File: config.mk
export PLATFORM = sky130hd
export DESIGN_NAME = sipm_stop_reset
export DESIGN_NICKNAME = d
export VERILOG_FILES = /design/src/hw/sipm_pkg.sv /design/src/hw/sipm_stop_reset.sv
export VERILOG_INCLUDE_DIRS = /design/src /design/src/hw
export SDC_FILE = /design/constraint.sdc
export NUM_CORES = 1
export LEC_CHECK = 0
export BUFFER_PORTS_ARGS = -buffer_cell sky130_fd_sc_hd__buf_2
export CORE_MARGIN = 2
export CORE_UTILIZATION = 33
export DETAILED_ROUTE_END_ITERATION = 16
export PLACE_DENSITY = 0.66
export RECOVER_POWER = 25
export SLEW_MARGIN = 20
export SYNTH_ARGS = -nofsm -noshare
export SYNTH_HDL_FRONTEND = slang
export SYNTH_SLANG_ARGS = --single-unit
File: constraint.sdc
create_clock -name clk -period 1.3 [get_ports clk]
set_input_delay 0.065 -clock clk [delete_from_list [all_inputs] [get_ports clk]]
set_output_delay 0.065 -clock clk [all_outputs]
set_load 0.02 [all_outputs]
File: src/hw/sipm_cfg.svh
/*
  Constants for the stop-mode and reset-status block of the system
  integration unit: register addresses, bit positions and recovery counts.
  Assumes inclusion by bare name from the design module.
*/
// Functional notes
// (RULE1) Stop entry resets counter, disables clocks.
// (RULE2) Enabled interrupt exits stop after recovery.
// (RULE3) Reset or break also ends stop.
// (RULE4) Base and crystal clocks held off in stop.
// (RULE5) Recovery is 4096 cycles, or 32 if short.
// (RULE6) Crystal systems should keep short recovery clear.
// (RULE7) Break exit sets break-exited-low-power flag.
// (RULE8) Counter held until recovery, then counts.
// (RULE9) Write zero or reset clears break flag.
// (RULE10) Reading reset status clears all six flags.
// (RULE11) Power-on sets its flag, clears others.
// (RULE12) Pin reset sets external-pin flag.
// (RULE13) Watchdog reset sets watchdog flag.
// (RULE14) Illegal opcode reset sets its flag.
// (RULE15) Only illegal opcode fetch sets address flag.
// (RULE16) Low-voltage reset sets its flag.
// (RULE17) Break-time flag clears need clear-enable set.
// (RULE18) Flag cleared in break stays cleared.
// (RULE19) Pre-break first step cannot clear in break.
// (RULE20) At count, enable clocks, then release processor.
`ifndef SIPM_CFG_SVH
`define SIPM_CFG_SVH
`define SIPM_ADDR_BREAK_EXIT_STATUS 16'hfe00
`define SIPM_ADDR_RESET_SOURCE_STATUS 16'hfe01
`define SIPM_ADDR_BREAK_FLAG_CLEAR_CONTROL 16'hfe03
`define SIPM_BIT_BREAK_EXITED 1
`define SIPM_BIT_BREAK_CLEAR_ENABLE 7
`define SIPM_BIT_POR 7
`define SIPM_BIT_PIN 6
`define SIPM_BIT_WATCHDOG 5
`define SIPM_BIT_ILLEGAL_OPCODE 4
`define SIPM_BIT_ILLEGAL_ADDRESS 3
`define SIPM_BIT_LOW_VOLTAGE 1
`define SIPM_RECOVERY_LONG 13'h1000
`define SIPM_RECOVERY_SHORT 13'h0020
`define SIPM_RESET_SOURCE_POR 8'h80
`endif

File: src/hw/sipm_pkg.sv
/*
  Types for the stop-mode and reset-status block.
  Assumes the constants header is on the include path.
*/
package sipm_pkg;
  typedef enum logic [1:0] {
    SIPM_RUN,
    SIPM_STOPPED,
    SIPM_RECOVER,
    SIPM_RELEASE
  } sipm_state_e;
  typedef logic [12:0] sipm_count_t;
endpackage

File: src/hw/sipm_stop_reset.sv
/*
  Stop-mode sequencer, reset-source status and break flag-clear control.
  Assumes a synchronous processor bus on clk, a crystal-clock tick input
  and reset-cause strobes that are valid in the cycle reset is asserted.
*/
`timescale 1ns/1ps
`default_nettype none
`include "sipm_cfg.svh"
module sipm_stop_reset (
  input wire logic clk,
  input wire logic reset,
  input wire logic porCause,
  input wire logic pinCause,
  input wire logic watchdogCause,
  input wire logic illegalOpcodeCause,
  input wire logic illegalAddrFetchCause,
  input wire logic lowVoltageCause,
  input wire logic stopExec,
  input wire logic interruptReq,
  input wire logic breakReq,
  input wire logic crystalTick,
  input wire logic shortRecoverySelect,
  input wire logic [15:0] busAddr,
  input wire logic busRead,
  input wire logic busWrite,
  input wire logic [7:0] busWdata,
  output logic [7:0] busRdata,
  output logic baseClockEnable,
  output logic crystalClockEnable,
  output logic cpuRelease,
  output logic breakClearAllowed,
  output logic breakExitedLowpowerFlag
);
  import sipm_pkg::*;

  // ----------------------------------------------------------------------
  // Register decode
  // ----------------------------------------------------------------------
  sipm_state_e state_reg;
  sipm_state_e state_next;
  sipm_count_t count_reg;
  logic wokeByBreak_reg;
  logic [7:0] resetSource_reg;
  logic breakClearEnable_reg;
  logic [7:0] rdata_next;
  wire logic selBreak = busAddr == `SIPM_ADDR_BREAK_EXIT_STATUS;
  wire logic selReset = busAddr == `SIPM_ADDR_RESET_SOURCE_STATUS;
  wire logic selCtrl = busAddr == `SIPM_ADDR_BREAK_FLAG_CLEAR_CONTROL;
  wire logic readReset = busRead && selReset;
  wire logic writeBreak = busWrite && selBreak;
  wire logic clearBreakFlag =
    writeBreak && !busWdata[`SIPM_BIT_BREAK_EXITED]; // RULE9
  wire logic wake = interruptReq || breakReq; // RULE2 RULE3
  wire sipm_count_t target = shortRecoverySelect ?
    `SIPM_RECOVERY_SHORT : `SIPM_RECOVERY_LONG; // RULE5
  wire logic countDone = count_reg == target;
  wire logic breakWake = state_reg == SIPM_STOPPED && breakReq;

  always_comb begin
    rdata_next = 8'h00;
    if (busRead && selBreak) begin
      rdata_next[`SIPM_BIT_BREAK_EXITED] = breakExitedLowpowerFlag;
    end
    if (readReset) begin
      rdata_next = resetSource_reg;
    end
    if (busRead && selCtrl) begin
      rdata_next[`SIPM_BIT_BREAK_CLEAR_ENABLE] = breakClearEnable_reg;
    end
  end

  // ----------------------------------------------------------------------
  // Stop sequencer
  // ----------------------------------------------------------------------
  always_comb begin
    state_next = state_reg;
    case (state_reg)
      SIPM_RUN: begin
        if (stopExec) begin
          state_next = SIPM_STOPPED; // RULE1
        end
      end
      SIPM_STOPPED: begin
        if (wake) begin
          state_next = SIPM_RECOVER; // RULE8
        end
      end
      SIPM_RECOVER: begin
        if (countDone) begin
          state_next = SIPM_RELEASE; // RULE20
        end
      end
      SIPM_RELEASE: state_next = SIPM_RUN;
      default: state_next = SIPM_RUN;
    endcase
  end

  // Reset itself ends stop, since the sequencer returns to run.
  always_ff @(posedge clk) begin
    if (reset) begin
      state_reg <= SIPM_RUN; // RULE3
      count_reg <= '0;
    end else begin
      state_reg <= state_next;
      if (state_reg != SIPM_RECOVER) begin
        count_reg <= '0; // RULE1 RULE8
      end else if (crystalTick && !countDone) begin
        count_reg <= count_reg + 13'h0001; // RULE8
      end
    end
  end

  // Clocks come back one cycle ahead of release so the core sees a live
  // clock before it starts stacking.
  always_ff @(posedge clk) begin
    if (reset) begin
      baseClockEnable <= 1'b1;
      crystalClockEnable <= 1'b1;
      cpuRelease <= 1'b0;
    end else begin
      baseClockEnable <= state_next == SIPM_RUN ||
        state_next == SIPM_RELEASE; // RULE4 RULE20
      crystalClockEnable <= state_next == SIPM_RUN ||
        state_next == SIPM_RELEASE; // RULE4
      cpuRelease <= state_reg == SIPM_RELEASE; // RULE2 RULE20
    end
  end

  // ----------------------------------------------------------------------
  // Status registers
  // ----------------------------------------------------------------------
  always_ff @(posedge clk) begin
    if (reset) begin
      wokeByBreak_reg <= 1'b0;
      breakExitedLowpowerFlag <= 1'b0; // RULE9
    end else begin
      if (breakWake) begin
        wokeByBreak_reg <= 1'b1;
      end else if (state_reg == SIPM_RUN) begin
        wokeByBreak_reg <= 1'b0;
      end
      if (state_reg == SIPM_RELEASE && wokeByBreak_reg) begin
        breakExitedLowpowerFlag <= 1'b1; // RULE7
      end else if (clearBreakFlag) begin
        breakExitedLowpowerFlag <= 1'b0; // RULE9
      end
    end
  end

  // The cause strobes are sampled while reset is held, so the source
  // survives the reset that it caused.
  always_ff @(posedge clk) begin
    if (reset && porCause) begin
      resetSource_reg <= `SIPM_RESET_SOURCE_POR; // RULE11
    end else if (reset) begin
      if (pinCause) begin
        resetSource_reg[`SIPM_BIT_PIN] <= 1'b1; // RULE12
      end
      if (watchdogCause) begin
        resetSource_reg[`SIPM_BIT_WATCHDOG] <= 1'b1; // RULE13
      end
      if (illegalOpcodeCause) begin
        resetSource_reg[`SIPM_BIT_ILLEGAL_OPCODE] <= 1'b1; // RULE14
      end
      if (illegalAddrFetchCause) begin
        resetSource_reg[`SIPM_BIT_ILLEGAL_ADDRESS] <= 1'b1; // RULE15
      end
      if (lowVoltageCause) begin
        resetSource_reg[`SIPM_BIT_LOW_VOLTAGE] <= 1'b1; // RULE16
      end
    end else if (readReset) begin
      resetSource_reg <= 8'h00; // RULE10
    end
  end

  always_ff @(posedge clk) begin
    if (reset) begin
      breakClearEnable_reg <= 1'b0;
      breakClearAllowed <= 1'b0;
      busRdata <= 8'h00;
    end else begin
      if (busWrite && selCtrl) begin
        breakClearEnable_reg <= busWdata[`SIPM_BIT_BREAK_CLEAR_ENABLE];
      end
      // Peripherals gate their own clears with this level; a cleared
      // flag is not restored, and a second step in break is refused.
      breakClearAllowed <= busWrite && selCtrl ?
        busWdata[`SIPM_BIT_BREAK_CLEAR_ENABLE] :
        breakClearEnable_reg; // RULE17 RULE18 RULE19
      busRdata <= rdata_next;
    end
  end
endmodule // sipm_stop_reset
`default_nettype wire

### Yosys cells after proc, flatten, opt, wreduce, memory -nomap -nowiden

Index checks and enable logic that the tools add are counted.

* flip-flop bits (word level): 32
* bits in latches: 0
* bits in writable memories: 0
* bits in read-only memories: 0
* input bits: 39
* output and inout port bits: 13
* logic and storage cells: 79
* memories: 0

* $add $sub $neg: 1
* multipliers: 0
* div/mod/pow operators: 0
* order comparisons: 0
* equal/unequal tests: 14
* shift operators: 0
* multiplexer cells: 20
* bitwise gates (word level): 2
* reductions and logical operators: 27

Operator list (count)
* equality test 16 bit (second input constant): 3
* adder 13 x 1 -> 13 bit (second input constant): 1
* equality test 13 bit: 1
* 2-to-1 mux 13 bit: 1
* 2-to-1 mux 1 bit: 12
* AND reduction 2 bit: 6
* logical AND 1 bit: 10
* != test 2 x 1 -> 1 bit (second input constant): 5
* 2-to-1 mux 8 bit: 1
* case mux 2 bit (4 select lines): 1
* 2-to-1 mux 7 bit: 1
* equality test 2 bit (second input constant): 3
* 2-to-1 mux 2 bit: 3
* nonzero test 2 bit: 3
* zero test 2 bit: 2
* 2-to-1 mux 4 bit: 1
* OR reduction 2 bit: 2
* equality test 2 x 1 -> 1 bit (second input constant): 1
* zero test 1 bit: 2
* logical OR 1 bit: 2
* != test 2 bit (second input constant): 1
* NOT 1 bit: 2

### Depth between registers and ports, before layout

Gate-level depths: netlist of the first run.

* depth in word-level cells: 6
* gate-level depth with buffers: 6
* gate-level depth less buffers: 6

### Least setup slack after synthesis of the first run

No wires, ideal clock.

* path kind: reg-to-reg
* start: register count_reg[0]
* end: register count_reg[2]
* setup time: 71 ps
* data arrival time: 1336 ps
* required time: 1229 ps
* setup slack: -107 ps
* stages on the path, launching flop included: 7
* buffers on the path: 0
* clock period less this slack: 1407 ps
* path through: dfxtp_1 > inv_1 > ha_1 > nor4b_1 > o2111a_2 > or3_1 > a21oi_1

* longest elaborated chain between the ends: 3
* elaborated cells between the ends (all ways): 4
* classes of those cells: add/sub: 1; eq/ne: 1; reduce/logical: 2

Ends and longest elaborated chain
* start: declaration: RTL line sipm_stop_reset.sv:41 `sipm_count_t count_reg;`
* start signal: assignment: RTL line sipm_stop_reset.sv:108 `count_reg <= count_reg + 13'h0001;`
* branches (longest 3 deep; another with adder 13 x 1 -> 13 bit)

Parallel ways; which one is timed is not known.
A chain may end at the register's enable or synchronous reset.

### Final worst setup path of the first run

* start: register count_reg[0]
* end: register count_reg[0]

Same word-level chain as after synthesis.

==> results.cfg, run 1 <==
[timing]
hold_viol = 0
fin_crit_sh_pct = 108
setup_ws_ns = -0.100
hold_ws_ns = 0.00510
setup_viol = 4
drv_slew = 0
period_needed_ns = 1.40
skew_ns = 0.00555
rsz0062_at_grt = true
fmax_mhz = 714

[route]
drc = 0
finalWirelength_um = 3230
vias_per_cell = 4.97
drtAntennaViolNets = 0
dr.first_iter.drc_count = 61
wl_per_cell_um = 11.8
firstDrtPassIters = 4
vias = 1361

[yosys]
synth_most_common_cell = dfxtp_1
synthFlopType = dfxtp_1
synth_common_cells = dfxtp_1, nor2_1, a21oi_1, nand2_1, inv_1
syn_inst = 160
synth_top_area_cell = dfxtp_1
ys_seq_elements = 32
ys_seq_area_share_pct = 45.6
synth_top_area_share_pct = 45.6
synth.avg_cell_area_sq_um = 8.79
synth_top_cells_by_area = dfxtp_1, nor2_1, a21oi_1
synth_area_sq_um = 1410
synth_edf_count = 0
yosysWarnings = 0
async_flop_share_pct = 0
synth.distinct_cells = 41

[worst_setup_path]
path_class = reg2reg
cp_top_family = simple AND/OR/NAND/NOR gates
r2r_setup_slack_ns = -0.10
cp_max_fo = 8
cp-start-kind = flop
critPathArrivalTime_ns = 1.62
cp_slowest_cell = dfxtp_4
crit_chain = inv_4, ha_4, nor4b_4, o2111a_2, or3_4, a21oi_2
cp.required_ns = 1.52
critPathBufInv = 1
slowest_delay_ns = 0.38
cp-end-kind = flop

[clocking]
clk_pin_slew_worst_paths_ns = 0.07
cts.htree.levels = 2
numCtsBuffers = 5
clk_path_buf_depth = 2
cts_tree = done
insertion_delay_ns = 0.29
holdBufCountCts = 0
clock-sinks = 32
cts-root-buf = clkbuf_8

[die]
die_h_um = 69.3
rows = 23
die_x_um = 69.3
die_area_sq_um = 4800
io_pins = 52
start_util_pct = 34.7
core-area_sq_um = 4060

[placed_design]
place_congestion = 0.828
placed_cells = 264
hpwl_um = 2330
io_buffers = 43

[hold_path]
holdCritPathClass = in2reg

[global_route]
grt_pass1_wl_um = 5550
grt_max_degree = 13
antenna_found_initial = 0
grt_pass1_vias = 1334
grt_overflow = 0
grt.total_usage_pct = 14.2

[power]
p_leak_nw = 0.829
max-vdd-ir-drop_mv = 0.725
pwr_density_cell_nw_per_um2 = 1020

[layout]
largest_register_ffs = 13
fill_cells = 401
drive_gt1_share_pct = 39.3
syn_to_final_growth_pct = 39.9
final_net_count = 264
fin_cells = 274
antenna_cells = 0

[flow_run]
cap_viol_max_count = 0

[run_status]
outcome = finished, violations left
violations = setup timing
[area by class of cell]
| class | instances | area [sq um] | share of cell area [%] |
|---|---|---|---|
| clock inverters | 2 | 10.0 | 0.509 |
| well taps | 50 | 62.6 | 3.18 |
| repair buffers | 62 | 347 | 17.6 |
| flip-flops and latches | 32 | 652 | 33.1 |
| inverters | 8 | 32.5 | 1.65 |
| clock buffers | 6 | 82.6 | 4.20 |
| multi-input cells | 114 | 781 | 39.7 |
[logic make-up after synthesis]
kind of cell             count (synthesis)  synth area share [%]
flip-flops                              32                  45.6
multiplexers                             3                  2.22
adder cells (fa/ha/maj)                  2                  1.78
buffers and inverters                   15                  4.89
XOR/XNOR                                 7                  4.36
AND/OR/NAND/NOR                         74                  29.3
other                                    1                 0.267
AO/OA/AOI/OAI                           26                  11.7
[stage by stage]
stage / utilization (%) / power [W] / TNS, ns / cell area (sq um) / setup WS [ns]
CTS: 47.8 / 0.00202 / -0.0840 / 1940 / -0.0447
finish: 48.5 / 0.00200 / -0.276 / 1970 / -0.100
global route: 48.5 / 0.00210 / -0.735 / 1970 / -0.165
global placement: 44.1 / 0.00122 / -0.137 / 1790 / -0.0625
floorplan: - / 0.00114 / -0.0517 / 1420 / -0.0282
detailed placement: 44.1 / 0.00122 / -0.293 / 1790 / -0.0934
[power breakdown]
group	internal (W)	total [W]	switching, W
logic	0.0000879	0.000182	0.0000945
clock network	0.000422	0.000795	0.000373
registers	0.00101	0.00102	0.0000139
[worst min-delay path, stage by stage]
cell	delay [ns]
buf_2	0.07
a21oi_1	0.05
nor2_1	0.07
[final timing paths]
path,cells after the start,endpoint,from
max,6,count_reg[0],count_reg[0]
min,3,resetSource_reg[5],watchdogCause
max reg2reg,6,count_reg[0],count_reg[0]
min reg2reg,2,breakExitedLowpowerFlag,wokeByBreak_reg
[repair_timing]
action | in CTS | in global routing
buffers inserted | 2 | 0
endpoints found under the setup margin | 4 | 9
pin swaps | 1 | 4
resized for setup | 10 | 11
[routing by layer]
layer / track usage, % / routed length, um / vias to the layer above
li1: - / - / 684
met1: 15.8 / 1450 / 626
met2: 23.4 / 1490 / 43
met3: 5.81 / 210 / 8
met4: 7.19 / 81 / 0
met5: 0 / 0 / -
[cells in the final DEF, fill, tap and decap left out, drive strengths merged, types with 2 or more instances in the layout]
master	count
a21oi	12
and2	4
and3	2
buf	55
clkbuf	13
clkinv	2
conb	2
dfxtp	32
ha	2
inv	8
mux2i	2
nand2	12
nand3	2
nand4	7
nor2	21
nor3	7
nor4	3
nor4b	2
o21ai	6
o311ai	2
or3	6
xnor2	4
xor2	3
(Power assumes the default switching activity.)
==> inputs of run 2 (changes only) <==
--- a/config.mk
+++ b/config.mk
@@ -6,11 +6,12 @@
 export SDC_FILE = /design/constraint.sdc
 export NUM_CORES = 1
 export LEC_CHECK = 0
+export ABC_AREA = 1
 export BUFFER_PORTS_ARGS = -buffer_cell sky130_fd_sc_hd__buf_2
 export CORE_MARGIN = 2
 export CORE_UTILIZATION = 33
 export DETAILED_ROUTE_END_ITERATION = 16
-export PLACE_DENSITY = 0.66
+export PLACE_DENSITY = 0.64
 export RECOVER_POWER = 25
 export SLEW_MARGIN = 20
 export SYNTH_ARGS = -nofsm -noshare
==> run 2 against run 1 <==
  * The run still ends with setup timing left
  * Global-route usage grew 1.1 points
  * Critical path depth grew 4
  * Combinational power grew 12%
  * Sequential share of layout area shrank 5.6 points
  * Critical endpoint is now count_reg[11]
  * Highest routed layer unchanged
==> results.cfg, run 2 <==
[run_status]
outcome = finished, violations left
violations = setup timing

[yosys]
yosys-mux-area-fraction_pct = 0
synth_xor_area_share_pct = 2.02
synth_edf_count = 0
synth_top_family_by_area = simple AND/OR/NAND/NOR gates
synth.avg_cell_area_sq_um = 6.58
synth_common_cells = nand2_1, nor2_1, dfxtp_1
synth_compound_gate_area_share_pct = 8.65
synthFlopType = dfxtp_1
async_flop_share_pct = 0
synth_top_cells_by_area = dfxtp_1, nand2_1, nand3_1
synth_area_sq_um = 1740
yosysWarnings = 0
synth-simple-area-share_pct = 40.3
synth_most_common_cell = nand2_1
yosys.area_share.adder_pct = 1.44
ys_seq_elements = 32
synth_top_area_cell = dfxtp_1
synth.distinct_cells = 28
ys_seq_area_share_pct = 36.9
syn_inst = 264
synth_top_area_share_pct = 36.9

[worst_setup_path]
path_class = reg2reg
cp-start-kind = flop
slowest_delay_ns = 0.35
r2r_setup_slack_ns = -0.12
cp.required_ns = 1.45
cp_slowest_cell = dfxtp_4
r2r_end = count_reg[11]
r2r-start = count_reg[0]
cp_top_family = simple AND/OR/NAND/NOR gates
crit_chain = inv_4, ha_4, inv_2, nor2_1, nand2_1, nor2_4, nand3_4, buf_6, nand3_1, a21oi_1
cp-end-kind = flop
cp_max_fo = 8
worstRegToRegCells = 10
critPathArrivalTime_ns = 1.57
critPathBufInv = 3

[flow_run]
cap_viol_max_count = 0

[timing]
period_needed_ns = 1.42
skew_ns = 0.00288
hold_ws_ns = 0.00345
rsz0062_at_grt = true
drv_slew = 0
setup_ws_ns = -0.118
fin_crit_sh_pct = 109
setup_tns_ns = -1.39
fmax_mhz = 705
hold_viol = 0
setup_viol = 14

[layout]
drive_gt1_share_pct = 28.9
final_net_count = 372
antenna_cells = 0
final_cell_mix = nand2_1, buf_2, nor2_1
fill_cells = 515
largest_register_ffs = 13
utilization_pct = 45.9
syn_to_final_growth_pct = 35.0
stdcell_area_sq_um = 2340
layout_commonest_cell = nand2_1

[clocking]
cts-root-buf = clkbuf_8
clock-sinks = 32
numCtsBuffers = 5
holdBufCountCts = 0
cts_tree = done
clk_pin_slew_worst_paths_ns = 0.07
clk_path_buf_depth = 2
insertion_delay_ns = 0.28
cts.htree.levels = 2

[hold_path]
hold_end = resetSource_reg[7]
min_from = porCause
holdPathStages = 3
holdCritPathClass = in2reg

[global_route]
grt.total_usage_pct = 15.3
grt_pass1_vias = 1687
grt_overflow = 0
grt_max_degree = 15
grt_pass1_wl_um = 7340
antenna_found_initial = 0

[route]
wl_per_cell_um = 10.5
firstDrtPassIters = 4
vias_per_cell = 4.59
dr.first_iter.drc_count = 91
vias = 1845
finalWirelength_um = 4210
drtAntennaViolNets = 0
drc = 0

[power]
max-vdd-ir-drop_mv = 0.534
p_leak_nw = 1.05
pwr_density_cell_nw_per_um2 = 902

[placed_design]
hpwl_um = 3180
pre_cts_ws_ns = -0.114
io_buffers = 43
postPlaceCellArea_sq_um = 2170
place_congestion = 0.849

[die]
core-area_sq_um = 5110
die_area_sq_um = 5860
rows = 26
die_h_um = 76.5
die_x_um = 76.5
io_pins = 52
start_util_pct = 34.0
==> run 2: cell count changes after synthesis, moves of 5 or more <==
cell	delta
nor2_1	+16
nand3_1	+28
a21oi_1	+8
nand2_1	+56
inv_1	+22
or3_1	-6
nand4_1	+5
==> run 2: area by class of cell <==
class	count	area [sq um]	area share [%]
clock buffers	6	93.8	4.00
clock inverters	2	12.5	0.534
inverters	32	123	5.23
multi-input cells	192	972	41.5
flip-flops and latches	32	646	27.5
well taps	70	87.6	3.74
repair buffers	68	410	17.5
==> run 2: where the power goes <==
part | switching (W) | internal (W) | leakage [nW] | total, W
combinational | 0.000118 | 0.0000863 | 0.735 | 0.000204
sequential | 0.0000163 | 0.00101 | 0.262 | 0.00102
clock | 0.000396 | 0.000489 | 0.0523 | 0.000885
==> run 2: routing by layer <==
| metal | vias to the layer above | track usage [%] | routed length, um |
|---|---|---|---|
| met2 | 53 | 25.3 | 1980 |
| li1 | 977 | - | - |
| met1 | 810 | 19.3 | 1950 |
| met3 | 5 | 3.67 | 206 |
| met4 | 0 | 6.00 | 72 |
| met5 | - | 0 | 0 |
==> run 2: kinds of logic after synthesis <==
group                      Yosys count
AOI/OAI and AO/OA                   27
xor gates and xnor gates             4
adders and majority gates            2
buffers and inverters               41
DFF                                 32
other                                1
and+or+nand+nor                    157
==> run 2: stage by stage <==
step	instances	power, W
after floorplan	265	0.00116
after global placement	391	0.00124
after detailed placement	391	0.00125
after CTS	402	0.00213
after global routing	402	0.00222
final	402	0.00211
==> run 2: what timing repair did <==
action                                  CTS  global route
gates resized for setup                   8             6
endpoints found under the setup margin   13            15
pin swaps                                 4             2
buffers inserted                          3             1
==> run 2: worst max path at each step <==
stage | start | end | cells after the start
global placement | count_reg[1] | count_reg[12] | 9
floorplan | count_reg[0] | count_reg[12] | 11
CTS | count_reg[0] | count_reg[9] | 10
detailed placement | count_reg[0] | count_reg[9] | 10
finish | count_reg[0] | count_reg[11] | 10
global route | count_reg[0] | count_reg[1] | 10
==> run 2: worst reg2reg max path: stages (launching register included) <==
cell	delay, ns
dfxtp_4	0.35
inv_4	0.06
ha_4	0.13
inv_2	0.03
nor2_1	0.08
nand2_1	0.09
nor2_4	0.12
nand3_4	0.13
buf_6	0.17
nand3_1	0.08
a21oi_1	0.06
==> inputs of run 3 (changes only) <==
--- a/config.mk
+++ b/config.mk
@@ -8,10 +8,9 @@
 export LEC_CHECK = 0
 export ABC_AREA = 1
 export BUFFER_PORTS_ARGS = -buffer_cell sky130_fd_sc_hd__buf_2
-export CORE_MARGIN = 2
 export CORE_UTILIZATION = 33
 export DETAILED_ROUTE_END_ITERATION = 16
-export PLACE_DENSITY = 0.64
+export PLACE_DENSITY_LB_ADDON = 0.1
 export RECOVER_POWER = 25
 export SLEW_MARGIN = 20
 export SYNTH_ARGS = -nofsm -noshare
==> run 3 against run 2 <==
  * The flow still finishes with violations (setup timing)
  * Cell area grew 1.6%
  * Sequential power is essentially flat
  * Global-route usage grew 1.9 points
  * Final cell count grew 2.2%
  * Die area shrank 5.2%
  * Non-clock buffer count grew 9
  * Via count shrank 1.7%
  * Register-to-register slack lost 0.02 ns
  * Combinational power is essentially flat
  * Clock power shrank 15%
  * Worst setup slack lost 0.020 ns
  * Critical path type unchanged
  * Highest routed layer unchanged
==> results.cfg, run 3 (synthesis results as in run 2) <==
[clocking]
insertion_delay_ns = 0.28
numCtsBuffers = 5
clk_path_buf_depth = 2
cts-root-buf = clkbuf_8
clk_pin_slew_worst_paths_ns = 0.07
cts_tree = done
clock-sinks = 32
cts.htree.levels = 2

[placed_design]
postPlaceCellArea_sq_um = 2240
placed_cells = 399
place_congestion = 0.876
hpwl_um = 3390
io_buffers = 43

[run_status]
outcome = finished, violations left
violations = setup timing

[layout]
syn_to_final_growth_pct = 37.2
largest_register_ffs = 13
utilization_pct = 46.9
stdcell_area_sq_um = 2380
antenna_cells = 0
drive_gt1_share_pct = 29.0
fin_cells = 411
final_cell_mix = nand2_1, buf_2, nor2_1
layout_commonest_cell = nand2_1
final_net_count = 381

[worst_setup_path]
r2r_setup_slack_ns = -0.14
cp.required_ns = 1.45
cp-end-kind = flop
r2r-start = count_reg[0]
critPathArrivalTime_ns = 1.59
cp_slowest_cell = dfxtp_4
worstRegToRegCells = 10
slowest_delay_ns = 0.35
cp-start-kind = flop
crit_chain = inv_4, ha_4, inv_2, nor2_1, nand2_1, nor2_4, nand3_4, buf_12, nand3_1, a21oi_1
cp_max_fo = 7
path_class = reg2reg
r2r_end = count_reg[11]

[route]
finalWirelength_um = 4320
drc = 0
drtAntennaViolNets = 0
vias = 1813
firstDrtPassIters = 4
dr.first_iter.drc_count = 126
wl_per_cell_um = 10.5
vias_per_cell = 4.41

[timing]
setup_viol = 14
hold_ws_ns = 0.0315
period_needed_ns = 1.44
drv_slew = 0
fin_crit_sh_pct = 111
rsz0062_at_grt = true
setup_ws_ns = -0.138
skew_ns = 0.00518
fmax_mhz = 695
hold_viol = 0

[hold_path]
holdCritPathClass = in2reg
holdPathStages = 3
min_from = pinCause
hold_end = resetSource_reg[6]

[global_route]
grt_pass1_vias = 1579
grt_pass1_wl_um = 7170
antenna_found_initial = 0
grt.total_usage_pct = 17.2
grt_max_degree = 15
grt_overflow = 0

[power]
pwr_density_cell_nw_per_um2 = 833
seqPwrFrac_pct = 51.6
swShare_pct = 26.0
p_leak_nw = 1.09
total_power_w = 0.00198
p_switching_w = 0.000515
p_int_w = 0.00147
max-vdd-ir-drop_mv = 0.485
combPwrFrac_pct = 10.4
clkPwrFrac_pct = 38.0

[die]
die_h_um = 74.5
rows = 26
die_x_um = 74.5
io_pins = 52
core-area_sq_um = 5070
start_util_pct = 34.2
die_area_sq_um = 5560

[flow_run]
cap_viol_max_count = 0
[run 3: changes by cell type in the layout (fill, tap and decap cells not counted), sizes merged]
cell,delta
clkinvlp,-1
clkbuf,-1
buf,+8
clkinv,+2
dlygate4sd3,+1
[run 3: how the worst max path moves through the flow]
stage / start / depth (start not counted) / endpoint / slack, ns
2_1_floorplan: count_reg[0] / 11 / count_reg[12] / -0.06
3_3_place_gp: count_reg[2] / 8 / count_reg[11] / -0.14
3_5_place_dp: count_reg[0] / 10 / count_reg[9] / -0.15
4_1_cts: count_reg[0] / 10 / count_reg[11] / -0.16
5_1_grt: count_reg[0] / 10 / count_reg[2] / -0.27
6_report: count_reg[0] / 10 / count_reg[11] / -0.14
[run 3: timing repair]
action,CTS,global route
hold endpoints to repair,1,0
pin swaps,1,1
hold buffers,1,0
setup buffers,1,3
endpoints found under the setup margin,13,14
gates resized for setup,5,1
[run 3: through the flow]
stage,setup WS (ns),setup TNS [ns]
5_1_grt,-0.272,-3.34
6_report,-0.138,-1.65
4_1_cts,-0.156,-1.91
3_3_place_gp,-0.139,-1.30
3_5_place_dp,-0.152,-1.72
2_1_floorplan,-0.0551,-0.342
[run 3: power groups by stage]
stage	Sequential, W	Combinational (W)	Clock (W)
finish	0.00102	0.000206	0.000754
global route	0.00103	0.000234	0.000842
CTS	0.00102	0.000207	0.000792
detailed placement	0.00105	0.000200	0
global placement	0.00105	0.000199	0
floorplan	0.00105	0.000115	0
[run 3: routing by layer]
metal | vias to the layer above | part of all wire, % | GRT usage (%)
met5 | - | 0 | 0
met4 | 0 | 0.79 | 5.03
li1 | 996 | - | -
met2 | 38 | 43 | 25.4
met1 | 777 | 51 | 24.9
met3 | 2 | 4.5 | 3.79
[run 3: worst max-delay path, delay by kind of cell, from the launching register on]
kind | cells | cell delay, ns
buffers and inverters | 3 | 0.26
adders and majority gates | 1 | 0.13
DFF | 1 | 0.35
and+or+nand+nor | 5 | 0.51
AOI/OAI and AO/OA | 1 | 0.06
[run 3: cell type report]
type | count | area [sq um]
Fill cell | 547 | 2690
Multi-Input combinational cell | 192 | 955
Clock inverter | 3 | 18.8
Timing Repair Buffer | 77 | 485
Sequential cell | 32 | 644
Inverter | 32 | 123
Clock buffer | 5 | 68.8
Tap cell | 70 | 87.6
